==> config.mk <==
export PLATFORM = sky130hd
export DESIGN_NAME = atx_irq_mono
export DESIGN_NICKNAME = d
export VERILOG_FILES = /design/src/rtl/atx_pkg.sv /design/src/rtl/atx_fifo.sv /design/src/rtl/atx_irq_mono.sv
export SDC_FILE = /design/constraint.sdc
export NUM_CORES = 1
export LEC_CHECK = 0
export BUFFER_PORTS_ARGS = -buffer_cell sky130_fd_sc_hd__buf_2
export CORE_MARGIN = 10
export CORE_UTILIZATION = 56
export DETAILED_ROUTE_END_ITERATION = 10
export MAX_ROUTING_LAYER = met4
export PLACE_DENSITY = 0.86
export SETUP_SLACK_MARGIN = 0.1
export SYNTH_ARGS = -nofsm -noshare
export SYNTH_HDL_FRONTEND = slang
export SYNTH_HIERARCHICAL = 1
export SYNTH_SLANG_ARGS = --single-unit
export TNS_END_PERCENT = 5
==> constraint.sdc <==
create_clock -name ref_clk -period 10.5 [get_ports ref_clk]
set_input_delay 3.15 -clock ref_clk [delete_from_list [all_inputs] [get_ports ref_clk]]
set_output_delay 3.15 -clock ref_clk [all_outputs]
set_load 0.02 [all_outputs]
==> src/rtl/atx_pkg.sv <==
package atx_pkg;

  // Register port
  localparam int unsigned ADDR_W = 8;
  localparam int unsigned DATA_W = 8;
  localparam logic [7:0] OFS_MONO_CTRL = 8'h01;
  localparam logic [7:0] OFS_IRQ_STATUS = 8'h04;
  localparam logic [7:0] OFS_IRQ_MASK = 8'h05;

  // Mono and format control fields
  localparam int unsigned BIT_MONO_EN = 0;
  localparam int unsigned BIT_MONO_SRC = 1;
  localparam int unsigned BIT_MONO_CS_SRC = 2;
  localparam logic [7:0] RST_MONO_CTRL = 8'h00;
  localparam logic [7:0] MONO_CTRL_USED = 8'h07;

  // Interrupt status fields; bit 2 stays reserved for a third source
  localparam int unsigned BIT_CS_DONE = 0;
  localparam int unsigned BIT_SLIP_BLK = 1;
  localparam int unsigned N_FLAGS = 2;
  localparam logic [N_FLAGS-1:0] FLAGS_CLEAR = 2'h0;

  // Interrupt mask control fields; a 1 in bit 0 or 1 masks that source, a 1 in bit 2 selects block start for flag 1
  localparam int unsigned BIT_MASK_CS_DONE = 0;
  localparam int unsigned BIT_MASK_SLIP_BLK = 1;
  localparam int unsigned BIT_SLIP_BLK_SEL = 2;
  localparam logic [7:0] RST_IRQ_MASK = 8'h00;
  localparam logic [7:0] IRQ_MASK_USED = 8'h07;

  // Sample path
  localparam int unsigned SAMPLE_W = 24;
  localparam int unsigned FIFO_DEPTH = 8;
  localparam int unsigned FIFO_W = 2 * SAMPLE_W + 2;
  localparam int unsigned POS_RIGHT = 0;
  localparam int unsigned POS_LEFT = SAMPLE_W;
  localparam int unsigned POS_CS_B = 2 * SAMPLE_W;
  localparam int unsigned POS_CS_A = 2 * SAMPLE_W + 1;

  // Pin synchroniser lanes
  localparam int unsigned N_PINS = 4;
  localparam int unsigned PIN_SW_MODE = 0;
  localparam int unsigned PIN_MONO = 1;
  localparam int unsigned PIN_MONO_SRC = 2;
  localparam int unsigned PIN_BLK_SYNC = 3;
  localparam logic [N_PINS-1:0] PINS_RST = 4'h0;

  typedef enum logic [0:0] {
    st_idle,
    st_second
  } atx_state_t;

endpackage

==> src/rtl/atx_fifo.sv <==
`timescale 1ns/100ps
`default_nettype none

module atx_fifo #(
  parameter int unsigned WIDTH = 8,
  parameter int unsigned DEPTH = 8
) (
  input wire logic ref_clk,
  input wire logic rst_n,
  input wire logic in_valid,
  output logic in_ready,
  input wire logic [WIDTH-1:0] in_data,
  output logic out_valid,
  input wire logic out_ready,
  output logic [WIDTH-1:0] out_data
);

  localparam int unsigned PTR_W = (DEPTH > 1) ? $clog2(DEPTH) : 1;
  localparam logic [PTR_W:0] DEPTH_CNT = DEPTH[PTR_W:0];
  localparam logic [PTR_W-1:0] LAST_PTR = PTR_W'(DEPTH - 1);

  logic [WIDTH-1:0] mem [DEPTH];
  logic [PTR_W-1:0] wr_ptr_ff;
  logic [PTR_W-1:0] rd_ptr_ff;
  logic [PTR_W:0] count_ff;
  logic push;
  logic pop;

  function automatic logic [PTR_W-1:0] ptr_inc(input logic [PTR_W-1:0] p);
    ptr_inc = (p == LAST_PTR) ? '0 : p + 1'b1;
  endfunction

  assign in_ready = (count_ff != DEPTH_CNT);
  assign out_valid = (count_ff != '0);
  assign push = in_valid & in_ready;
  assign pop = out_valid & out_ready;
  assign out_data = mem[rd_ptr_ff];

  always_ff @(posedge ref_clk)
  begin
    if (push)
    begin
      mem[wr_ptr_ff] <= in_data;
    end
  end

  always_ff @(posedge ref_clk)
  begin
    if (!rst_n)
    begin
      wr_ptr_ff <= '0;
      rd_ptr_ff <= '0;
    end
    else
    begin
      if (push)
      begin
        wr_ptr_ff <= ptr_inc(wr_ptr_ff);
      end
      if (pop)
      begin
        rd_ptr_ff <= ptr_inc(rd_ptr_ff);
      end
    end
  end

  always_ff @(posedge ref_clk)
  begin
    if (!rst_n)
    begin
      count_ff <= '0;
    end
    else if (push && !pop)
    begin
      count_ff <= count_ff + 1'b1;
    end
    else if (pop && !push)
    begin
      count_ff <= count_ff - 1'b1;
    end
  end

endmodule

`default_nettype wire

==> src/rtl/atx_irq_mono.sv <==
`timescale 1ns/100ps
`default_nettype none

module atx_irq_mono (
  input wire logic ref_clk,
  input wire logic rst_n,
  // Control mode, hardware mono and block sync pins, asynchronous
  input wire logic sw_mode_pin,
  input wire logic mono_enable_pin,
  input wire logic mono_source_select_pin,
  input wire logic block_sync_input,
  // Register port from the serial control decoder
  input wire logic reg_wr,
  input wire logic reg_rd,
  input wire logic [atx_pkg::ADDR_W-1:0] reg_addr,
  input wire logic [atx_pkg::DATA_W-1:0] reg_wdata,
  output logic [atx_pkg::DATA_W-1:0] reg_rdata,
  // Internal event pulses
  input wire logic cs_xfer_done,
  input wire logic int_block_start,
  // Audio samples from the serial audio port
  input wire logic audio_valid,
  output logic audio_ready,
  input wire logic [atx_pkg::SAMPLE_W-1:0] audio_left,
  input wire logic [atx_pkg::SAMPLE_W-1:0] audio_right,
  input wire logic cs_a_bit,
  input wire logic cs_b_bit,
  // Frame request and subframe data toward the encoder
  input wire logic frame_req,
  output logic frame_valid,
  output logic [atx_pkg::SAMPLE_W-1:0] sub_a_data,
  output logic [atx_pkg::SAMPLE_W-1:0] sub_b_data,
  output logic sub_a_cs,
  output logic sub_b_cs,
  output logic slip_pulse,
  // Open-drain interrupt pin, active low
  output logic int_n_out,
  output logic int_n_oe_n
);

  logic [atx_pkg::N_PINS-1:0] sync1_ff;
  logic [atx_pkg::N_PINS-1:0] sync2_ff;
  logic blk_prev_ff;
  logic sw_mode;
  logic blk_rise;

  logic [atx_pkg::DATA_W-1:0] mono_ctrl_ff;
  logic [atx_pkg::DATA_W-1:0] irq_mask_ff;
  logic [atx_pkg::N_FLAGS-1:0] status_ff;
  logic [atx_pkg::N_FLAGS-1:0] nxt_status;
  logic [atx_pkg::N_FLAGS-1:0] events;
  logic [atx_pkg::N_FLAGS-1:0] unmasked;
  logic [atx_pkg::DATA_W-1:0] reg_rdata_ff;
  logic [atx_pkg::DATA_W-1:0] nxt_rdata;
  logic status_read;

  logic mono_en;
  logic mono_src;
  logic mono_cs_src;

  logic fifo_out_valid;
  logic fifo_out_ready;
  logic [atx_pkg::FIFO_W-1:0] fifo_in_word;
  logic [atx_pkg::FIFO_W-1:0] fifo_out_word;
  logic [atx_pkg::FIFO_W-1:0] last_word_ff;
  logic [atx_pkg::FIFO_W-1:0] cur_word;
  logic need_word;
  logic drop_evt;
  logic repeat_evt;
  logic slip_evt;

  atx_pkg::atx_state_t state_ff;
  atx_pkg::atx_state_t nxt_state;
  logic frame_mono_ff;
  logic frame_valid_ff;
  logic [atx_pkg::SAMPLE_W-1:0] sub_a_data_ff;
  logic [atx_pkg::SAMPLE_W-1:0] sub_b_data_ff;
  logic sub_a_cs_ff;
  logic sub_b_cs_ff;
  logic slip_pulse_ff;

  // Picks one channel's sample out of a stored word
  function automatic logic [atx_pkg::SAMPLE_W-1:0] pick_sample(
    input logic [atx_pkg::FIFO_W-1:0] w,
    input logic right
  );
    pick_sample = right ? w[atx_pkg::POS_RIGHT +: atx_pkg::SAMPLE_W]
                        : w[atx_pkg::POS_LEFT +: atx_pkg::SAMPLE_W];
  endfunction

  // Picks one channel's status bit out of a stored word
  function automatic logic pick_cs(
    input logic [atx_pkg::FIFO_W-1:0] w,
    input logic chan_b
  );
    pick_cs = chan_b ? w[atx_pkg::POS_CS_B] : w[atx_pkg::POS_CS_A];
  endfunction

  // Pins come from outside; two flops before any use
  always_ff @(posedge ref_clk)
  begin
    if (!rst_n)
    begin
      sync1_ff <= atx_pkg::PINS_RST;
      sync2_ff <= atx_pkg::PINS_RST;
      blk_prev_ff <= 1'b0;
    end
    else
    begin
      sync1_ff <= {block_sync_input, mono_source_select_pin,
                   mono_enable_pin, sw_mode_pin};
      sync2_ff <= sync1_ff;
      blk_prev_ff <= sync2_ff[atx_pkg::PIN_BLK_SYNC];
    end
  end

  assign sw_mode = sync2_ff[atx_pkg::PIN_SW_MODE];
  assign blk_rise = sync2_ff[atx_pkg::PIN_BLK_SYNC] & ~blk_prev_ff;

  // Control registers
  always_ff @(posedge ref_clk)
  begin
    if (!rst_n)
    begin
      mono_ctrl_ff <= atx_pkg::RST_MONO_CTRL;
    end
    else if (reg_wr && reg_addr == atx_pkg::OFS_MONO_CTRL)
    begin
      mono_ctrl_ff <= reg_wdata & atx_pkg::MONO_CTRL_USED;
    end
  end

  always_ff @(posedge ref_clk)
  begin
    if (!rst_n)
    begin
      irq_mask_ff <= atx_pkg::RST_IRQ_MASK;
    end
    else if (reg_wr && reg_addr == atx_pkg::OFS_IRQ_MASK)
    begin
      irq_mask_ff <= reg_wdata & atx_pkg::IRQ_MASK_USED;
    end
  end

  // hardware mode: one source pin for audio and status; software mode: separate register bits
  always_comb
  begin
    if (sw_mode)
    begin
      mono_en = mono_ctrl_ff[atx_pkg::BIT_MONO_EN];
      mono_src = mono_ctrl_ff[atx_pkg::BIT_MONO_SRC];
      mono_cs_src = mono_ctrl_ff[atx_pkg::BIT_MONO_CS_SRC];
    end
    else
    begin
      mono_en = sync2_ff[atx_pkg::PIN_MONO];
      mono_src = sync2_ff[atx_pkg::PIN_MONO_SRC];
      mono_cs_src = sync2_ff[atx_pkg::PIN_MONO_SRC];
    end
  end

  // Sample buffer between the audio port and the frame builder
  assign fifo_in_word = {cs_a_bit, cs_b_bit, audio_left, audio_right};

  atx_fifo #(
    .WIDTH(atx_pkg::FIFO_W),
    .DEPTH(atx_pkg::FIFO_DEPTH)
  ) u_fifo (
    .ref_clk(ref_clk),
    .rst_n(rst_n),
    .in_valid(audio_valid),
    .in_ready(audio_ready),
    .in_data(fifo_in_word),
    .out_valid(fifo_out_valid),
    .out_ready(fifo_out_ready),
    .out_data(fifo_out_word)
  );

  // A word is needed on each frame request, and once more in mono
  assign need_word = (state_ff == atx_pkg::st_second) ||
                     (state_ff == atx_pkg::st_idle && frame_req);
  assign fifo_out_ready = need_word;
  // Empty buffer repeats the last sample rather than stalling the line
  assign cur_word = fifo_out_valid ? fifo_out_word : last_word_ff;

  assign drop_evt = audio_valid & ~audio_ready;
  assign repeat_evt = need_word & ~fifo_out_valid;
  assign slip_evt = drop_evt | repeat_evt;

  always_comb
  begin
    nxt_state = state_ff;
    case (state_ff)
      atx_pkg::st_idle:
      begin
        if (frame_req && mono_en)
        begin
          nxt_state = atx_pkg::st_second;
        end
      end
      atx_pkg::st_second:
      begin
        nxt_state = atx_pkg::st_idle;
      end
      default:
      begin
        nxt_state = atx_pkg::st_idle;
      end
    endcase
  end

  always_ff @(posedge ref_clk)
  begin
    if (!rst_n)
    begin
      state_ff <= atx_pkg::st_idle;
      frame_mono_ff <= 1'b0;
    end
    else
    begin
      state_ff <= nxt_state;
      if (state_ff == atx_pkg::st_idle && frame_req)
      begin
        frame_mono_ff <= mono_en;
      end
    end
  end

  always_ff @(posedge ref_clk)
  begin
    if (!rst_n)
    begin
      last_word_ff <= '0;
    end
    else if (need_word && fifo_out_valid)
    begin
      last_word_ff <= fifo_out_word;
    end
  end

  // mono puts two consecutive samples into A then B
  always_ff @(posedge ref_clk)
  begin
    if (!rst_n)
    begin
      sub_a_data_ff <= '0;
      sub_b_data_ff <= '0;
      sub_a_cs_ff <= 1'b0;
      sub_b_cs_ff <= 1'b0;
      frame_valid_ff <= 1'b0;
    end
    else
    begin
      frame_valid_ff <= 1'b0;
      if (state_ff == atx_pkg::st_idle && frame_req)
      begin
        if (mono_en)
        begin
          sub_a_data_ff <= pick_sample(cur_word, mono_src);
          sub_a_cs_ff <= pick_cs(cur_word, mono_cs_src);
        end
        else
        begin
          sub_a_data_ff <= pick_sample(cur_word, 1'b0);
          sub_b_data_ff <= pick_sample(cur_word, 1'b1);
          sub_a_cs_ff <= pick_cs(cur_word, 1'b0);
          sub_b_cs_ff <= pick_cs(cur_word, 1'b1);
          frame_valid_ff <= 1'b1;
        end
      end
      else if (state_ff == atx_pkg::st_second && frame_mono_ff)
      begin
        sub_b_data_ff <= pick_sample(cur_word, mono_src);
        sub_b_cs_ff <= pick_cs(cur_word, mono_cs_src);
        frame_valid_ff <= 1'b1;
      end
    end
  end

  always_ff @(posedge ref_clk)
  begin
    if (!rst_n)
    begin
      slip_pulse_ff <= 1'b0;
    end
    else
    begin
      slip_pulse_ff <= slip_evt;
    end
  end

  assign events[atx_pkg::BIT_CS_DONE] = cs_xfer_done;
  assign events[atx_pkg::BIT_SLIP_BLK] =
    irq_mask_ff[atx_pkg::BIT_SLIP_BLK_SEL] ? (int_block_start | blk_rise)
                                           : slip_evt;

  assign unmasked[atx_pkg::BIT_CS_DONE] =
    ~irq_mask_ff[atx_pkg::BIT_MASK_CS_DONE];
  assign unmasked[atx_pkg::BIT_SLIP_BLK] =
    ~irq_mask_ff[atx_pkg::BIT_MASK_SLIP_BLK];

  assign status_read = reg_rd && (reg_addr == atx_pkg::OFS_IRQ_STATUS);

  // A new event in the read cycle survives the clear
  always_comb
  begin
    nxt_status = status_ff;
    if (!sw_mode)
    begin
      nxt_status = atx_pkg::FLAGS_CLEAR;
    end
    else
    begin
      if (status_read)
      begin
        nxt_status = atx_pkg::FLAGS_CLEAR;
      end
      nxt_status = nxt_status | (events & unmasked);
    end
  end

  always_ff @(posedge ref_clk)
  begin
    if (!rst_n)
    begin
      status_ff <= atx_pkg::FLAGS_CLEAR;
    end
    else
    begin
      status_ff <= nxt_status;
    end
  end

  always_comb
  begin
    nxt_rdata = '0;
    case (reg_addr)
      atx_pkg::OFS_MONO_CTRL:
      begin
        nxt_rdata = mono_ctrl_ff;
      end
      atx_pkg::OFS_IRQ_STATUS:
      begin
        nxt_rdata[atx_pkg::N_FLAGS-1:0] = status_ff;
      end
      atx_pkg::OFS_IRQ_MASK:
      begin
        nxt_rdata = irq_mask_ff;
      end
      default:
      begin
        nxt_rdata = '0;
      end
    endcase
  end

  always_ff @(posedge ref_clk)
  begin
    if (!rst_n)
    begin
      reg_rdata_ff <= '0;
    end
    else if (reg_rd)
    begin
      reg_rdata_ff <= nxt_rdata;
    end
  end

  assign reg_rdata = reg_rdata_ff;
  assign frame_valid = frame_valid_ff;
  assign sub_a_data = sub_a_data_ff;
  assign sub_b_data = sub_b_data_ff;
  assign sub_a_cs = sub_a_cs_ff;
  assign sub_b_cs = sub_b_cs_ff;
  assign slip_pulse = slip_pulse_ff;

  // drive low while any flag set, else float for pull-up
  assign int_n_out = 1'b0;
  assign int_n_oe_n = ~(|status_ff);

endmodule

`default_nettype wire

==> results.sh <==
export IMPL_cts_clk_slew_worst_paths_ns=0.06
export IMPL_clk_latency_ns=0.57
export IMPL_floorplan_initialDensity_pct=56.6
export IMPL_hp_start="sync1_ff[1]"
export IMPL_place_congestion=0.793
export IMPL_syn_area_per_cell_um2=17.9
export IMPL_ios=141
export IMPL_yosysWarnings=6
export IMPL_r2r_cells=7
export IMPL_antenna_found_initial=10
export IMPL_ant_nets=0
export IMPL_final_hold_viol_count=0
export IMPL_routedWlPerCell_um=26.1
export IMPL_p_per_area_mw_per_mm2=244
export IMPL_power_switching_mw=1.72
export IMPL_cts_tree="done"
export IMPL_cts_buffer_depth=3
export IMPL_power_internal_mw=4.29
export IMPL_grt_usage_pct=21.3
export IMPL_holdBufCountCts=0
export IMPL_holdCritPathClass="reg2reg"
export IMPL_critPathArrivalTime_ns=1.76
export IMPL_end_kind="output port"
export IMPL_drive_gt1_share_pct=25.8
export IMPL_startpoint="u_fifo/count_ff[1]"
export IMPL_multi_input_area_mm2=0.00667
export IMPL_rsz0062_at_grt="false"
export IMPL_worst_slew_pin_slew_ns=1.30
export IMPL_ir_drop_mv=0.220
export IMPL_period_share_pct=46.8
export IMPL_critPathRequiredTime_ns=7.35
export IMPL_cp_start_kind="flop"
export IMPL_cts_sinks=537
export IMPL_hold_slack_ns=0.438
export IMPL_rows=72
export IMPL_drv_cap=0
export IMPL_fp_dieArea_mm2=0.0473
export IMPL_p_leak_nw=8.52
export IMPL_pwr_share_seq_pct=43.7
export IMPL_skew_ns=0.0134
export IMPL_syn_area_mm2=0.0218
export IMPL_rrSetupSlack_ns=6.74
export IMPL_min_period_ns=4.91
export IMPL_seq_area_frac_synth_pct=67.6
export IMPL_overflow=0
export IMPL_fmax_mhz=204
export IMPL_grt_pass1_wl_mm=74.5
export IMPL_via_per_inst=6.26
export IMPL_num_vias=11900
export IMPL_p_total_mw=6.02
export IMPL_r2r_end="sub_b_cs"
export IMPL_die_w_um=217
export IMPL_io_buffers=129
export IMPL_path_max_fanout=5
export IMPL_p_comb_share_pct=25.2
export IMPL_drc=0
export IMPL_setup_viol=0
export IMPL_grt_pass1_vias=12200
export IMPL_wirelength_mm=49.7
export IMPL_post_cts_repair_setup_buffers=0
export IMPL_swShare_pct=28.6
export IMPL_cts_made_buffers=51
export IMPL_outcome="complete, no violations"
export IMPL_slew_violations=0
export IMPL_htreeDepth=2
export IMPL_grt_start_max_net_pins=79
export IMPL_synthCells=1217
export IMPL_place_detailed_hpwl_mm=26.5
export IMPL_core_region_area_mm2=0.0386
export IMPL_num_fill_cells=2501
export IMPL_root_buffer="clkbuf_16"
export IMPL_yosysUniqueCellTypes=45
export IMPL_path_class="reg2out"
export IMPL_synth_seq_cells=537
export IMPL_setup_tns_ns=0
export IMPL_regArea_mm2=0.0148
export IMPL_die_h_um=217
export IMPL_endpoint="audio_ready"
export IMPL_power_frac_clock_pct=31.0
export IMPL_nNetsFinal=1421
export IMPL_initialDrtViolationCount=1239
export IMPL_dr_pass1_iters=6
export IMPL_slew_limit_headroom_pct=13.3
export IMPL_cts_resized=0
export IMPL_flow_area_growth_from_synthesis_pct=12.8
-- area by class of cell --
cell class,instances,share of cell area [%]
Inverter,6,0.0915
Timing Repair Buffer,144,3.09
Antenna cell,11,0.112
Multi-Input combinational cell,595,27.1
Sequential cell,537,60.0
Clock inverter,31,1.26
Clock buffer,64,5.72
Tap cell,518,2.63
-- routing by layer --
layer / GRT usage (%) / wire (um)
met1: 25.8 / 19000
met2: 34.8 / 24800
met3: 4.90 / 4460
met4: 7.13 / 1460
met5: - / 0
-- cells in the final DEF, fill, tap and decap left out, types with 10 or more instances in the layout --
cell type and count:
a21boi_0 62, a22o_1 26, a31o_1 15, and2_1 15, buf_2 128, buf_4 16
clkbuf_16 53, clkinv_2 16, dfxtp_1 134, diode_2 11, edfxtp_1 400, mux2_2 53
mux2i_1 10, mux4_1 102, mux4_2 46, nand2_1 144, nor2_1 30
-- critical path: stages (launching register included) --
cell,delay (ns)
dfxtp_1,0.36
or4b_1,0.63
buf_2,0.21
-- registers in the layout, indices dropped and copies added (netlist names), named ones only --
signal,flops
blk_prev_ff,1
frame_mono_ff,1
frame_valid,1
irq_mask_ff,3
last_word_ff,50
mono_ctrl_ff,3
reg_rdata,3
slip_pulse,1
state_ff,1
status_ff,2
sub_a_cs,1
sub_a_data,24
sub_b_cs,1
sub_b_data,24
sync1_ff,4
sync2_ff,4
u_fifo/count_ff,4
u_fifo/mem,400
u_fifo/rd_ptr_ff,3
u_fifo/wr_ptr_ff,3
-- Yosys cell counts (all sizes together) --
library cell	n	area share (%)
o21ai	5	0.11
a31o	24	0.96
nor2	34	0.58
clkbuf	44	0.76
mux4	148	17
nand3b	1	0.034
or4b	1	0.046
a21oi	6	0.14
nand4	3	0.086
nand2b	8	0.23
o211a	1	0.046
edfxtp	400	55
nor3	4	0.092
nor2b	9	0.26
and3	1	0.029
mux2	53	2.7
o22ai	1	0.029
mux2i	11	0.52
buf	40	1.3
a31oi	2	0.057
and2	16	0.46
a22o	27	1.1
nand3	9	0.21
xnor2	2	0.080
dfxtp	137	13
or4	1	0.052
fa	1	0.092
a21boi	62	2.1
inv	6	0.10
ha	7	0.40
nor4	2	0.057
nand2	147	2.6
or3	2	0.057
conb	1	0.017
a211oi	1	0.034
-- stage by stage --
step / area [um2] / std cells / worst slack, ns / util [%]
final: 24600 / 1906 / 5.59 / 63.8
after global routing: 24600 / 1904 / 5.52 / 63.8
after CTS: 24600 / 1895 / 5.57 / 63.8
after detailed placement: 22900 / 1800 / 5.32 / 59.3
after global placement: 22900 / 1800 / 5.45 / 59.3
after floorplan: 21800 / 1222 / 1.91 / -
-- power groups by stage --
stage	Combinational, mW	Clock (mW)	Sequential (mW)
after floorplan	1.10	0	2.68
after global placement	1.42	0	2.64
after detailed placement	1.47	0	2.66
after CTS	1.51	1.89	2.63
after global routing	1.62	1.96	2.65
final	1.52	1.87	2.63
-- logic make-up after synthesis --
group | Yosys count | share of synthesized area [%]
compound gates | 129 | 4.60
fa+ha+maj | 8 | 0.493
xor+xnor | 2 | 0.0803
other cells | 1 | 0.0172
flops | 537 | 67.6
mux | 212 | 20.3
buf+inv | 90 | 2.19
simple gates | 238 | 4.76
-- worst min-delay path by stage --
stage	slack, ns	cells after the start	to
final	0.44	1	sync2_ff[1]
after global routing	0.46	1	sync2_ff[1]
after CTS	0.44	1	sync2_ff[1]
after detailed placement	0.43	1	sync2_ff[1]
after global placement	0.42	1	sync2_ff[1]
after floorplan	0.41	1	sync2_ff[0]
Power figures use the tool's default switching activity.
